## config.mk

```make
export PLATFORM = sky130hd
export DESIGN_NAME = gx_core
export DESIGN_NICKNAME = d
export VERILOG_FILES = /design/src/inc/gx_pkg.sv /design/src/rtl/gx_sync.sv /design/src/rtl/gx_port_drive.sv /design/src/rtl/gx_core.sv
export SDC_FILE = /design/constraint.sdc
export NUM_CORES = 1
export LEC_CHECK = 0
export BUFFER_PORTS_ARGS = -buffer_cell sky130_fd_sc_hd__buf_2
export CAP_MARGIN = 20
export CORE_MARGIN = 5
export CORE_UTILIZATION = 59
export DETAILED_ROUTE_END_ITERATION = 8
export PLACE_DENSITY_LB_ADDON = 0.05
export SYNTH_ARGS = -nofsm -noshare
export SYNTH_HDL_FRONTEND = slang
export SYNTH_SLANG_ARGS = --single-unit
```

## constraint.sdc

```tcl
create_clock -name i_clock -period 7.8 [get_ports i_clock]
set_clock_uncertainty 0.05 [all_clocks]
set_input_delay 0.39 -clock i_clock [delete_from_list [all_inputs] [get_ports i_clock]]
set_output_delay 0.39 -clock i_clock [all_outputs]
set_load 0.05 [all_outputs]
```

## src/inc/gx_pkg.sv

```systemverilog
// Purpose: Shared constants and types for the 20-bit port expander core.
// Assumes: Registers are eight bits wide, ten of them, addressed 0 to 9.
// Notes: Reset values are loaded while the reset pin is held low.
package gx_pkg;
  localparam int PORTS = 20;
  localparam int LOW_PORTS = 8;
  localparam int REG_COUNT = 10;

  localparam logic [3:0] ADDR_DATA_LO = 4'h0;
  localparam logic [3:0] ADDR_DATA_MID = 4'h1;
  localparam logic [3:0] ADDR_DATA_HI = 4'h2;
  localparam logic [3:0] ADDR_MASK_LO = 4'h3;
  localparam logic [3:0] ADDR_MASK_HI = 4'h5;
  localparam logic [3:0] ADDR_DIR_LO = 4'h6;
  localparam logic [3:0] ADDR_DIR_HI = 4'h8;
  localparam logic [3:0] ADDR_CTRL = 4'h9;
  localparam logic [3:0] ADDR_FIRST = 4'h0;
  localparam logic [3:0] ADDR_LAST = 4'h9;

  // Writable bits per register; the rest read as zero
  localparam logic [7:0] MASK_FULL = 8'hFF;
  localparam logic [7:0] MASK_NIBBLE = 8'h0F;
  localparam logic [7:0] MASK_CTRL = 8'h07;

  // Control register fields
  localparam int CTRL_STYLE_LO = 0;
  localparam int CTRL_STYLE_HI = 1;
  localparam int CTRL_IRQ_POL = 2;

  localparam logic [9:0][7:0] REG_RESET = {
    8'h03, 8'h0F, 8'hFF, 8'hFF, 8'h00, 8'h00, 8'h00, 8'h0F, 8'hFF, 8'hFF
  };

  // Seven-bit slave addresses picked by the address select pin
  localparam logic [6:0] SLAVE_ADDR_PIN_LO = 7'h08;
  localparam logic [6:0] SLAVE_ADDR_PIN_HI = 7'h0F;

  typedef enum logic [2:0] {
    GX_IDLE,
    GX_SLAVE,
    GX_REGADDR,
    GX_WRITE,
    GX_READ,
    GX_WAIT
  } gx_state_e;
endpackage

```

## src/rtl/gx_sync.sv

```systemverilog
// Purpose: Two-stage synchroniser for pin levels.
// Assumes: Inputs are asynchronous to i_clock.
// Notes: First stage feeds only the second stage.
`timescale 1ns/10ps
module gx_sync
  import gx_pkg::*;
#(
  parameter int WIDTH = 1,
  parameter logic [WIDTH-1:0] INIT = '0
)
(
  input wire logic i_clock,
  input wire logic i_sys_rst,
  input wire logic [WIDTH-1:0] i_async,
  output logic [WIDTH-1:0] o_sync
);
  typedef struct packed {
    logic [WIDTH-1:0] meta;
    logic [WIDTH-1:0] stable;
  } gx_sync_s;

  gx_sync_s st_r;
  gx_sync_s st_nxt;

  always_comb
  begin
    st_nxt.meta = i_async;
    st_nxt.stable = st_r.meta;
  end

  always_ff @(posedge i_clock or posedge i_sys_rst)
  begin
    if (i_sys_rst)
    begin
      st_r <= {INIT, INIT};
    end
    else
    begin
      st_r <= st_nxt;
    end
  end

  assign o_sync = st_r.stable;
endmodule

```

## src/rtl/gx_port_drive.sv

```systemverilog
// Purpose: Per-port output and enable from data, direction and drive style.
// Assumes: Style 1 means pull-up mode, style 0 means direction control.
// Notes: Outputs are registered; enable high means the pin is driven.
`timescale 1ns/10ps
module gx_port_drive
  import gx_pkg::*;
#(
  parameter int WIDTH = PORTS,
  parameter int LOW_WIDTH = LOW_PORTS
)
(
  input wire logic i_clock,
  input wire logic i_sys_rst,
  input wire logic [WIDTH-1:0] i_data,
  input wire logic [WIDTH-1:0] i_dir,
  input wire logic i_style_lo,
  input wire logic i_style_hi,
  output logic [WIDTH-1:0] o_out,
  output logic [WIDTH-1:0] o_oe
);
  typedef struct packed {
    logic [WIDTH-1:0] out;
    logic [WIDTH-1:0] oe;
  } gx_drive_s;

  gx_drive_s st_r;
  gx_drive_s st_nxt;

  for (genvar b = 0; b < WIDTH; b++)
  begin : g_bit
    logic style;
    assign style = (b < LOW_WIDTH) ? i_style_lo : i_style_hi;
    always_comb
    begin
      if (style)
      begin
        // Pull-up mode: only ever drive low
        st_nxt.out[b] = 1'b0;
        st_nxt.oe[b] = ~i_data[b];
      end
      else
      begin
        st_nxt.out[b] = i_data[b];
        st_nxt.oe[b] = ~i_dir[b];
      end
    end
  end

  always_ff @(posedge i_clock or posedge i_sys_rst)
  begin
    if (i_sys_rst)
    begin
      st_r <= '0;
    end
    else
    begin
      st_r <= st_nxt;
    end
  end

  assign o_out = st_r.out;
  assign o_oe = st_r.oe;
endmodule

```

## src/rtl/gx_core.sv

```systemverilog
// Purpose: Register file and port control of a 20-bit expander behind a
//   byte-level 2-wire slave engine.
// Assumes: Engine runs on i_clock and delivers whole bytes, ack ends, start
//   and stop as one-cycle pulses.
// Notes: Register writes land only at the end of their acknowledge.
// Contract
// - All ports start as released inputs
// - Mask bit 1 suppresses that port's interrupt
// - Write byte applied only after its acknowledge
// - Pull-up mode: 0 drives low, 1 releases
// - Style 0: direction register decides port mode
// - Direction 0 drives data, 1 is input
// - Already-output ports show new data after ack
// - Read address captures pin levels into data
// - Read byte held stable between acknowledges
// - Interrupt follows unmasked transitions, refreshed per ack
// - Polarity bit 1 makes interrupt active low
// - Register address above 09h becomes 00h
// - Pointer wraps from 09h to 00h
// - Reset pin low loads initial values
// - Top register nibble ignored, reads zero
// - Control bits 0/1 pick group drive style
// - Broken access discards byte, awaits new start
// - Slave address chosen by address select pin
// - Write: register address, then auto-increment data
// - Read continues after last accessed address
`timescale 1ns/10ps
module gx_core
  import gx_pkg::*;
(
  input wire logic i_clock,
  input wire logic i_sys_rst,
  input wire logic i_active_low_reset_pin_n,
  input wire logic i_addr_sel,
  input wire logic i_start,
  input wire logic i_stop,
  input wire logic i_rx_valid,
  input wire logic [7:0] i_rx_byte,
  input wire logic i_ack_done,
  input wire logic i_master_ack,
  input wire logic [PORTS-1:0] i_port_in,
  output logic o_ack,
  output logic o_read_mode,
  output logic [7:0] o_tx_byte,
  output logic [PORTS-1:0] o_port_out,
  output logic [PORTS-1:0] o_port_oe,
  output logic o_irq
);
  typedef struct packed {
    gx_state_e state;
    logic [3:0] ptr;
    logic rd;
    logic ack;
    logic [7:0] wdata;
    logic wpend;
    logic [7:0] tx;
    logic pend_q;
    logic irq;
    logic [REG_COUNT-1:0][7:0] regs;
  } gx_core_s;

  gx_core_s st_r;
  gx_core_s st_nxt;

  logic rst_pin_n_s;
  logic addr_sel_s;
  logic [PORTS-1:0] pins_s;
  logic [PORTS-1:0] data_v;
  logic [PORTS-1:0] mask_v;
  logic [PORTS-1:0] dir_v;
  logic [6:0] my_addr;
  logic pending;

  // Reset pin and address strap are pins, so both are synchronised
  gx_sync #(.WIDTH(2), .INIT(2'b00)) u_sync_ctl (
    .i_clock(i_clock),
    .i_sys_rst(i_sys_rst),
    .i_async({i_active_low_reset_pin_n, i_addr_sel}),
    .o_sync({rst_pin_n_s, addr_sel_s})
  );

  gx_sync #(.WIDTH(PORTS), .INIT('1)) u_sync_pins (
    .i_clock(i_clock),
    .i_sys_rst(i_sys_rst),
    .i_async(i_port_in),
    .o_sync(pins_s)
  );

  assign data_v = {st_r.regs[ADDR_DATA_HI][3:0], st_r.regs[ADDR_DATA_MID],
                   st_r.regs[ADDR_DATA_LO]};
  assign mask_v = {st_r.regs[ADDR_MASK_HI][3:0], st_r.regs[ADDR_MASK_HI - 4'h1],
                   st_r.regs[ADDR_MASK_LO]};
  assign dir_v = {st_r.regs[ADDR_DIR_HI][3:0], st_r.regs[ADDR_DIR_HI - 4'h1],
                  st_r.regs[ADDR_DIR_LO]};
  assign my_addr = addr_sel_s ? SLAVE_ADDR_PIN_HI : SLAVE_ADDR_PIN_LO;

  // A pin that differs from its last captured value is a transition
  assign pending = |((pins_s ^ data_v) & ~mask_v);

  function automatic logic [3:0] ptr_inc(input logic [3:0] p);
    ptr_inc = (p >= ADDR_LAST) ? ADDR_FIRST : p + 4'h1;
  endfunction

  function automatic logic [7:0] wr_mask(input logic [3:0] a);
    unique case (a)
      ADDR_DATA_HI, ADDR_MASK_HI, ADDR_DIR_HI: wr_mask = MASK_NIBBLE;
      ADDR_CTRL: wr_mask = MASK_CTRL;
      default: wr_mask = MASK_FULL;
    endcase
  endfunction

  always_comb
  begin
    st_nxt = st_r;
    st_nxt.pend_q = pending;
    // Refresh on every ack, and raise early on a new transition
    if (i_ack_done || (pending && !st_r.pend_q))
    begin
      st_nxt.irq = pending;
    end
    unique case (st_r.state)
      GX_IDLE, GX_WAIT:
      begin
        st_nxt.ack = 1'b0;
      end
      GX_SLAVE:
      begin
        if (i_rx_valid)
        begin
          if (i_rx_byte[7:1] == my_addr)
          begin
            st_nxt.ack = 1'b1;
            st_nxt.rd = i_rx_byte[0];
            if (i_rx_byte[0])
            begin
              st_nxt.regs[ADDR_DATA_LO] = pins_s[7:0];
              st_nxt.regs[ADDR_DATA_MID] = pins_s[15:8];
              st_nxt.regs[ADDR_DATA_HI] = {4'h0, pins_s[19:16]};
            end
          end
          else
          begin
            st_nxt.state = GX_WAIT;
          end
        end
        else if (i_ack_done && st_r.ack)
        begin
          st_nxt.ack = 1'b0;
          if (st_r.rd)
          begin
            st_nxt.tx = st_r.regs[st_r.ptr];
            st_nxt.ptr = ptr_inc(st_r.ptr);
            st_nxt.state = GX_READ;
          end
          else
          begin
            st_nxt.state = GX_REGADDR;
          end
        end
      end
      GX_REGADDR:
      begin
        if (i_rx_valid)
        begin
          st_nxt.ack = 1'b1;
          st_nxt.ptr = (i_rx_byte > {4'h0, ADDR_LAST}) ? ADDR_FIRST : i_rx_byte[3:0];
        end
        else if (i_ack_done)
        begin
          st_nxt.ack = 1'b0;
          st_nxt.state = GX_WRITE;
        end
      end
      GX_WRITE:
      begin
        if (i_rx_valid)
        begin
          st_nxt.ack = 1'b1;
          st_nxt.wdata = i_rx_byte;
          st_nxt.wpend = 1'b1;
        end
        else if (i_ack_done && st_r.wpend)
        begin
          // Commit only once the ack is over
          st_nxt.ack = 1'b0;
          st_nxt.wpend = 1'b0;
          st_nxt.regs[st_r.ptr] = st_r.wdata & wr_mask(st_r.ptr);
          st_nxt.ptr = ptr_inc(st_r.ptr);
        end
      end
      GX_READ:
      begin
        if (i_ack_done)
        begin
          if (i_master_ack)
          begin
            st_nxt.tx = st_r.regs[st_r.ptr];
            st_nxt.ptr = ptr_inc(st_r.ptr);
          end
          else
          begin
            st_nxt.state = GX_WAIT;
          end
        end
      end
      default:
      begin
        st_nxt.state = GX_IDLE;
      end
    endcase
    // Start or stop mid byte cancels whatever is in flight
    if (i_start)
    begin
      st_nxt.state = GX_SLAVE;
      st_nxt.ack = 1'b0;
      st_nxt.wpend = 1'b0;
    end
    else if (i_stop)
    begin
      st_nxt.state = GX_IDLE;
      st_nxt.ack = 1'b0;
      st_nxt.wpend = 1'b0;
    end
    if (!rst_pin_n_s)
    begin
      st_nxt.regs = REG_RESET;
      st_nxt.state = GX_IDLE;
      st_nxt.ptr = ADDR_FIRST;
      st_nxt.ack = 1'b0;
      st_nxt.wpend = 1'b0;
      st_nxt.irq = 1'b0;
    end
  end

  always_ff @(posedge i_clock or posedge i_sys_rst)
  begin
    if (i_sys_rst)
    begin
      st_r.state <= GX_IDLE;
      st_r.ptr <= ADDR_FIRST;
      st_r.rd <= 1'b0;
      st_r.ack <= 1'b0;
      st_r.wdata <= 8'h00;
      st_r.wpend <= 1'b0;
      st_r.tx <= 8'h00;
      st_r.pend_q <= 1'b0;
      st_r.irq <= 1'b0;
      st_r.regs <= REG_RESET;
    end
    else
    begin
      st_r <= st_nxt;
    end
  end

  // Polarity applied in a flop so the pin never glitches
  logic irq_pin_r;
  logic irq_pin_nxt;
  assign irq_pin_nxt = st_r.irq ^ st_r.regs[ADDR_CTRL][CTRL_IRQ_POL];

  always_ff @(posedge i_clock or posedge i_sys_rst)
  begin
    if (i_sys_rst)
    begin
      irq_pin_r <= 1'b0;
    end
    else
    begin
      irq_pin_r <= irq_pin_nxt;
    end
  end

  gx_port_drive #(.WIDTH(PORTS), .LOW_WIDTH(LOW_PORTS)) u_drive (
    .i_clock(i_clock),
    .i_sys_rst(i_sys_rst),
    .i_data(data_v),
    .i_dir(dir_v),
    .i_style_lo(st_r.regs[ADDR_CTRL][CTRL_STYLE_LO]),
    .i_style_hi(st_r.regs[ADDR_CTRL][CTRL_STYLE_HI]),
    .o_out(o_port_out),
    .o_oe(o_port_oe)
  );

  assign o_ack = st_r.ack;
  assign o_read_mode = st_r.rd;
  assign o_tx_byte = st_r.tx;
  assign o_irq = irq_pin_r;

  property p_reset_load;
    @(posedge i_clock) disable iff (i_sys_rst)
    !rst_pin_n_s |=> (st_r.regs == REG_RESET);
  endproperty
  a_reset_load: assert property (p_reset_load)
    else $error("registers not at initial values under reset pin");

  property p_regs_hold;
    @(posedge i_clock) disable iff (i_sys_rst)
    (rst_pin_n_s && !i_ack_done && !i_rx_valid) |=> $stable(st_r.regs);
  endproperty
  a_regs_hold: assert property (p_regs_hold)
    else $error("register changed outside an acknowledge");

  property p_pullup_low;
    @(posedge i_clock) disable iff (i_sys_rst)
    (st_r.regs[ADDR_CTRL][CTRL_STYLE_LO] && !data_v[0])
      |=> (o_port_oe[0] && !o_port_out[0]);
  endproperty
  a_pullup_low: assert property (p_pullup_low)
    else $error("pull-up mode port not driven low");

  property p_dir_out;
    @(posedge i_clock) disable iff (i_sys_rst)
    (!st_r.regs[ADDR_CTRL][CTRL_STYLE_HI] && !dir_v[PORTS-1])
      |=> (o_port_oe[PORTS-1] && (o_port_out[PORTS-1] == $past(data_v[PORTS-1])));
  endproperty
  a_dir_out: assert property (p_dir_out)
    else $error("output-mode port not driving its data bit");

  property p_addr_clip;
    @(posedge i_clock) disable iff (i_sys_rst)
    (rst_pin_n_s && !i_start && !i_stop && st_r.state == GX_REGADDR && i_rx_valid
      && i_rx_byte > {4'h0, ADDR_LAST}) |=> (st_r.ptr == ADDR_FIRST);
  endproperty
  a_addr_clip: assert property (p_addr_clip)
    else $error("out-of-range register address not forced to zero");

  property p_wrap;
    @(posedge i_clock) disable iff (i_sys_rst)
    (rst_pin_n_s && !i_start && !i_stop && st_r.state == GX_WRITE && !i_rx_valid
      && i_ack_done && st_r.wpend && st_r.ptr == ADDR_LAST) |=> (st_r.ptr == ADDR_FIRST);
  endproperty
  a_wrap: assert property (p_wrap)
    else $error("pointer did not wrap after last register");

  property p_high_zero;
    @(posedge i_clock) disable iff (i_sys_rst)
    1'b1 |-> (st_r.regs[ADDR_DATA_HI][7:4] == 4'h0);
  endproperty
  a_high_zero: assert property (p_high_zero)
    else $error("upper nibble of top port register not zero");

  // Pin shows the level refreshed at the ack, two flops later
  property p_irq_level;
    @(posedge i_clock) disable iff (i_sys_rst)
    (rst_pin_n_s && i_ack_done)
      |=> ##1 (o_irq == ($past(pending, 2) ^ $past(st_r.regs[ADDR_CTRL][CTRL_IRQ_POL])));
  endproperty
  a_irq_level: assert property (p_irq_level)
    else $error("interrupt pin not refreshed at acknowledge");
endmodule

```

==> flow_metrics.tcl, run 1 <==
set metrics [dict create \
    synth_fp_nets 776 \
    status "completed" \
    drcViolationCount 0 \
    synth_area_leaders "dfrtp_1 (32%), dfstp_2 (25%), mux4_2 (4.2%), nand2_1 (3.3%), mux2i_1 (3.1%)" \
    synth_compound_area_frac 0.100 \
    multi_input_area_mm2 0.00338 \
    holdBufCountCts 22 \
    crit_slowest_cell "dfrtp_1" \
    ys_top_cells_by_count "dfrtp_1 (111), dfstp_2 (82), nand2_1 (75)" \
    pin_count 88 \
    clockBufferDepth 2 \
    maxSlewHeadroom 0.282 \
    power.density_mw_per_mm2 222 \
    rsz0062_at_grt "false" \
    synth_xor_area_frac 0.0223 \
    grt_max_degree 112 \
    drive_above_1_share 0.326 \
    synth_top_family_by_area "simple AND/OR/NAND/NOR gates" \
    synth_top_area_frac 0.321 \
    cp-end-kind "flip-flop" \
    crit_fanout 21 \
    crit_type "flip-flop to flip-flop" \
    timing.rr.end "data_v[11]$_DFFE_PP1P_" \
    rr_startpoint "st_r[102]$_DFFE_PP0P_" \
    core_area_mm2 0.0145 \
    grt_use_met1 0.379 \
    cts_setup_buffers 0 \
    rr_worst_depth 5 \
    die_w_um 131 \
    numPortBuffers 87 \
    insertion_delay_ps 440 \
    gr-usage-met2 0.409 \
    period_share 0.398 \
    track_usage 0.269 \
    die_area_mm2 0.0172 \
    cp_num_buf_inv 1 \
    hold_viol_final 0 \
    synthCells 734 \
    muxShareOfSynthArea 0.115 \
    cp_cell_sequence "inv_1 -> ha_1 -> o31ai_1 -> o211ai_1 -> mux2_4" \
    p_leak_nw 4.61 \
    hpwl_um 15100 \
    postSynth.asyncResetShare 1.00 \
    fin_tns_setup_ps 0 \
    die_h_um 131 \
    ff2ff_setup_slack_ps 4700 \
    ys_ff_latch 193 \
    drtPass1Iterations 7 \
    critPathLaunchType "flip-flop" \
    gp_congestion 0.892 \
    yosys.cell_types.count 69 \
    max_freq_mhz 323 \
    grt_use_met3 0.0677 \
    path_clk_slew_ps 70 \
    post_drt_wl_per_cell_um 21.4 \
    ir_worst_vdd_uv 163 \
    synth_top_area_cell "dfrtp_1" \
    cts_tree "built" \
    min_path_type "primary input to asynchronous set/reset pin" \
    vias 6172 \
    cp_top_family "compound AO/OA/AOI/OAI gates" \
    syn_avg_cell_area_um2 11.8 \
    cts_buffers 17 \
    cts.root.buffer_cell "clkbuf_16" \
    tightest_slew_ps 1080 \
    area_growth_pct 14.6 \
    synth_edf_count 0 \
    cp_num_cells 5 \
    wirelength_um 21600 \
    cp.required_ps 8110 \
    setup_viol 0 \
    rows 44 \
    fin_nets 855 \
    arrival_ps 3410 \
    register_area_mm2 0.00493 \
    ys_warn_count 0 \
    overflow 0 \
    yosysMostFrequentCell "dfrtp_1" \
    totalPowerFinal_mw 2.20 \
    grt_pass1_vias 6179 \
    cts_resized 0 \
    fin_crit_ps 3100 \
    avgViaCountPerCell 6.10 \
    grt_pass1_wl_um 34800 \
    postRouteAntennaNets 0 \
    seq_area_frac_synth 0.570 \
    cap_violations 0 \
    timing.hold.ws_ps 110 \
    synth_ff_type "dfrtp_1" \
    drt_iter0_drc 634 \
    slew_violations 0 \
    cts-htree-levels 4 \
    antenna_found_initial 0 \
    clock-sinks 193 \
    fillers 1076 \
    cpPeakStageDelay_ps 970 \
    initial_utilization 0.597 \
    synth_fa_ha_area_frac 0.00724 \
    synthesis.area_mm2 0.00865 \
    synth_simple_gate_area_share 0.146 \
    grt_most_used_layer "met2" \
]
==> cells by family after synthesis <==
family | after synthesis
AO/OA/AOI/OAI | 129
XOR/XNOR | 22
adder cells (fa/ha/maj) | 5
buffers and inverters | 74
flip-flops | 193
multiplexers | 72
AND/OR/NAND/NOR | 239
==> sequential cells by signal, summed over array words and instances, names as in the netlist, 8 cells and up <==
signal              flops
data_v                 20
dir_v                  20
mask_v                 20
o_tx_byte               8
st_r                   38
u_drive.o_oe           20
u_drive.o_out          20
u_sync_pins.o_sync     20
u_sync_pins.st_nxt     20
==> worst reg2reg max path, stage by stage (launching register included) <==
cell	delay (ps)
dfrtp_1	970
inv_1	240
ha_1	500
o31ai_1	820
o211ai_1	160
mux2_4	290
==> power breakdown <==
part	total [mW]	leakage [nW]	switching, mW	internal, mW
Combinational	0.251	1.96	0.159	0.0915
Sequential	1.11	2.37	0.0461	1.06
Clock	0.840	0.279	0.416	0.424
==> routing by layer <==
| metal | part of all wire | routed length, um | vias to the layer above |
|---|---|---|---|
| met3 | 0.074 | 1590 | 39 |
| met2 | 0.47 | 10300 | 275 |
| li1 | - | - | 2783 |
| met1 | 0.43 | 9250 | 3075 |
| met5 | 0 | 0 | - |
| met4 | 0.025 | 539 | 0 |
==> worst max path at each step <==
stage | end | startpoint | slack, ps
floorplan | mask_v[0]$_DFFE_PP0P_ | i_sys_rst | 2240
global placement | data_v[15]$_DFFE_PP1P_ | u_sync_ctl.o_sync[1]$_DFF_PP0_ | 4850
detailed placement | data_v[11]$_DFFE_PP1P_ | st_r[102]$_DFFE_PP0P_ | 4800
CTS | data_v[11]$_DFFE_PP1P_ | st_r[102]$_DFFE_PP0P_ | 4770
global route | dir_v[6]$_DFFE_PP1P_ | st_r[107]$_DFFE_PP0P_ | 4470
finish | data_v[11]$_DFFE_PP1P_ | st_r[102]$_DFFE_PP0P_ | 4700
==> placed cells by master (no fill, tap or decap), drive strengths merged, types with 17 or more instances in the layout <==
| cell | netlist | final |
|---|---|---|
| a21oi | 34 | 34 |
| buf | 23 | 93 |
| clkbuf | 32 | 17 |
| dfrtp | 111 | 111 |
| dfstp | 82 | 82 |
| dlygate4sd3 | 0 | 22 |
| inv | 19 | 28 |
| mux2 | 29 | 29 |
| mux2i | 27 | 27 |
| nand2 | 76 | 76 |
| nand3 | 40 | 40 |
| nor2 | 41 | 41 |
| nor2b | 20 | 20 |
| xnor2 | 20 | 20 |
==> per-stage QoR <==
stage / setup slack (ps) / util / cell area, um2 / instances
after CTS: 4770 / 0.682 / 9870 / 1009
final: 4700 / 0.684 / 9900 / 1011
after floorplan: 2240 / - / 8650 / 734
after detailed placement: 4800 / 0.628 / 9090 / 955
after global placement: 4850 / 0.628 / 9090 / 955
after global routing: 4470 / 0.684 / 9900 / 1010
==> final cells by class <==
type,count,share of cell area
clock inverters,15,0.0141
well taps,184,0.0232
inverters,19,0.00771
repair buffers,115,0.0728
multi-input cells,467,0.341
flip-flops and latches,193,0.498
diodes,1,0.000253
clock buffers,17,0.0430
(Power assumes the default switching activity.)
==> run 2, diff against run 1 <==
Clock period 7.8 ns to 3.05 ns, I/O delays scaled along.
==> run 2 against run 1 <==
Effect of this change: fmax up 29%; final area up 2.2%; non-clock buffer count up 27; critical path depth unchanged; via count up 2.6%; critical endpoint is now data_v[14]$_DFFE_PP1P_.
==> flow_metrics.tcl, run 2 (same netlist as run 1, synthesis figures left out) <==
set metrics [dict create \
    die_area_mm2 0.0172 \
    initial_utilization 0.597 \
    critPathLaunchType "flip-flop" \
    cp-end-kind "flip-flop" \
    hpwl_um 15900 \
    grt_max_degree 54 \
    rsz0062_at_grt "false" \
    startpoint "st_r[105]$_DFFE_PP0P_" \
    gp_congestion 0.896 \
    hold_path.startpoint "i_start" \
    clockBufferDepth 2 \
    power_frac_seq 0.508 \
    fin_tns_setup_ps 0 \
    post_drt_wl_per_cell_um 21.0 \
    antenna_found_initial 0 \
    arrival_ps 2720 \
    maxSlewHeadroom 0.387 \
    hold_viol_final 0 \
    largest_reg_flops 38 \
    track_usage 0.270 \
    drive_above_1_share 0.336 \
    grt_pass1_vias 6315 \
    layout_common_cells "dfrtp_1 (111), buf_2 (87), dfstp_2 (82), nand2_1 (75), nand3_1 (40)" \
    crit_type "flip-flop to flip-flop" \
    cts.root.buffer_cell "clkbuf_16" \
    path_clk_slew_ps 70 \
    ir_worst_vdd_uv 585 \
    slew_violations 0 \
    timing.hold.ws_ps 28.1 \
    p_leak_nw 4.72 \
    p_comb_frac 0.119 \
    placed_cell_area_mm2 0.00927 \
    avgViaCountPerCell 6.11 \
    clkPwrFrac 0.372 \
    setup_viol 0 \
    drt_iter0_drc 568 \
    intPower_mw 4.04 \
    swShare 0.277 \
    drcViolationCount 0 \
    period_share 0.791 \
    die_w_um 131 \
    cap_violations 0 \
    rows 44 \
    postRouteAntennaNets 0 \
    cts_tree "built" \
    tightest_slew_ps 917 \
    area_growth_pct 17.1 \
    max_freq_mhz 415 \
    wirelength_um 21800 \
    setup_ws_ps 639 \
    rr_startpoint "st_r[105]$_DFFE_PP0P_" \
    die_h_um 131 \
    fillers 1040 \
    power.density_mw_per_mm2 552 \
    cts-htree-levels 4 \
    clock-sinks 193 \
    fin_nets 882 \
    core_area_mm2 0.0145 \
    grt_pass1_wl_um 35300 \
    top_register "st_r" \
    cts_buffers 17 \
    drtPass1Iterations 5 \
    crit_fanout 16 \
    insertion_delay_ps 430 \
    overflow 0 \
    pin_count 88 \
    min_path_type "primary input to flip-flop" \
    vias 6335 \
    status "completed" \
    fin_crit_ps 2410 \
    cp.required_ps 3360 \
    diodes 0 \
    numPortBuffers 87 \
    final_common_cell "dfrtp_1" \
    cts_setup_buffers 0 \
    final_area_mm2 0.0101 \
    p_switching_mw 1.55 \
    post-place-ws_ps 705 \
]
-- run 2: layout make-up --
type                       instances  area, um2  share of cell area
clock buffer                      17        425              0.0420
timing repair buffer             142        963              0.0952
inverter                          19       75.1             0.00742
tap                              184        230              0.0227
sequential                       193       4930               0.487
multi-input combinational        467       3380               0.334
clock inverter                    15        120              0.0119
-- run 2: routing by layer --
layer  wire [um]  global-route usage
met2       10600               0.425
met3        1830              0.0543
met4         406              0.0865
met5           0                   0
met1        8950               0.382
-- run 2: metrics by stage --
step                       util  power [mW]  instances
final                     0.699        5.59       1037
after global placement    0.640        3.51        974
after global routing      0.699        5.80       1037
after floorplan               -        3.31        734
after CTS                 0.699        5.63       1037
after detailed placement  0.640        3.52        974
-- run 2: power groups by stage --
stage / Combinational, mW / Sequential, mW / Clock (mW)
6_report: 0.668 / 2.84 / 2.08
5_1_grt: 0.722 / 2.85 / 2.23
4_1_cts: 0.672 / 2.84 / 2.12
3_5_place_dp: 0.641 / 2.88 / 0
3_3_place_gp: 0.630 / 2.88 / 0
2_1_floorplan: 0.350 / 2.96 / 0
-- run 2: critical path, stage by stage, from the launching register on --
cell and delay (ps):
dfrtp_1 640, inv_2 140, nor4_1 420, a221o_1 610
nor2_8 140, mux2_4 330
-- run 2: path summary, 6_finish.rpt --
| check | depth (start not counted) | end | slack (ps) |
|---|---|---|---|
| min reg2reg | 0 | u_sync_pins.o_sync[16]$_DFF_PP1_ | 310 |
| max reg2reg | 5 | data_v[14]$_DFFE_PP1P_ | 640 |
| max in group asynchronous | 4 | u_sync_pins.o_sync[10]$_DFF_PP1_ | 1730 |
| min in group asynchronous | 3 | u_drive.o_out[7]$_DFF_PP0_ | 420 |
| max | 5 | data_v[14]$_DFFE_PP1P_ | 640 |
| min | 3 | st_r[105]$_DFFE_PP0P_ | 30 |
-- run 2: timing repair --
item,CTS,global route
hold buffers,31,0
resized for setup,0,0
setup endpoints to repair,0,0
hold endpoints to repair,49,0
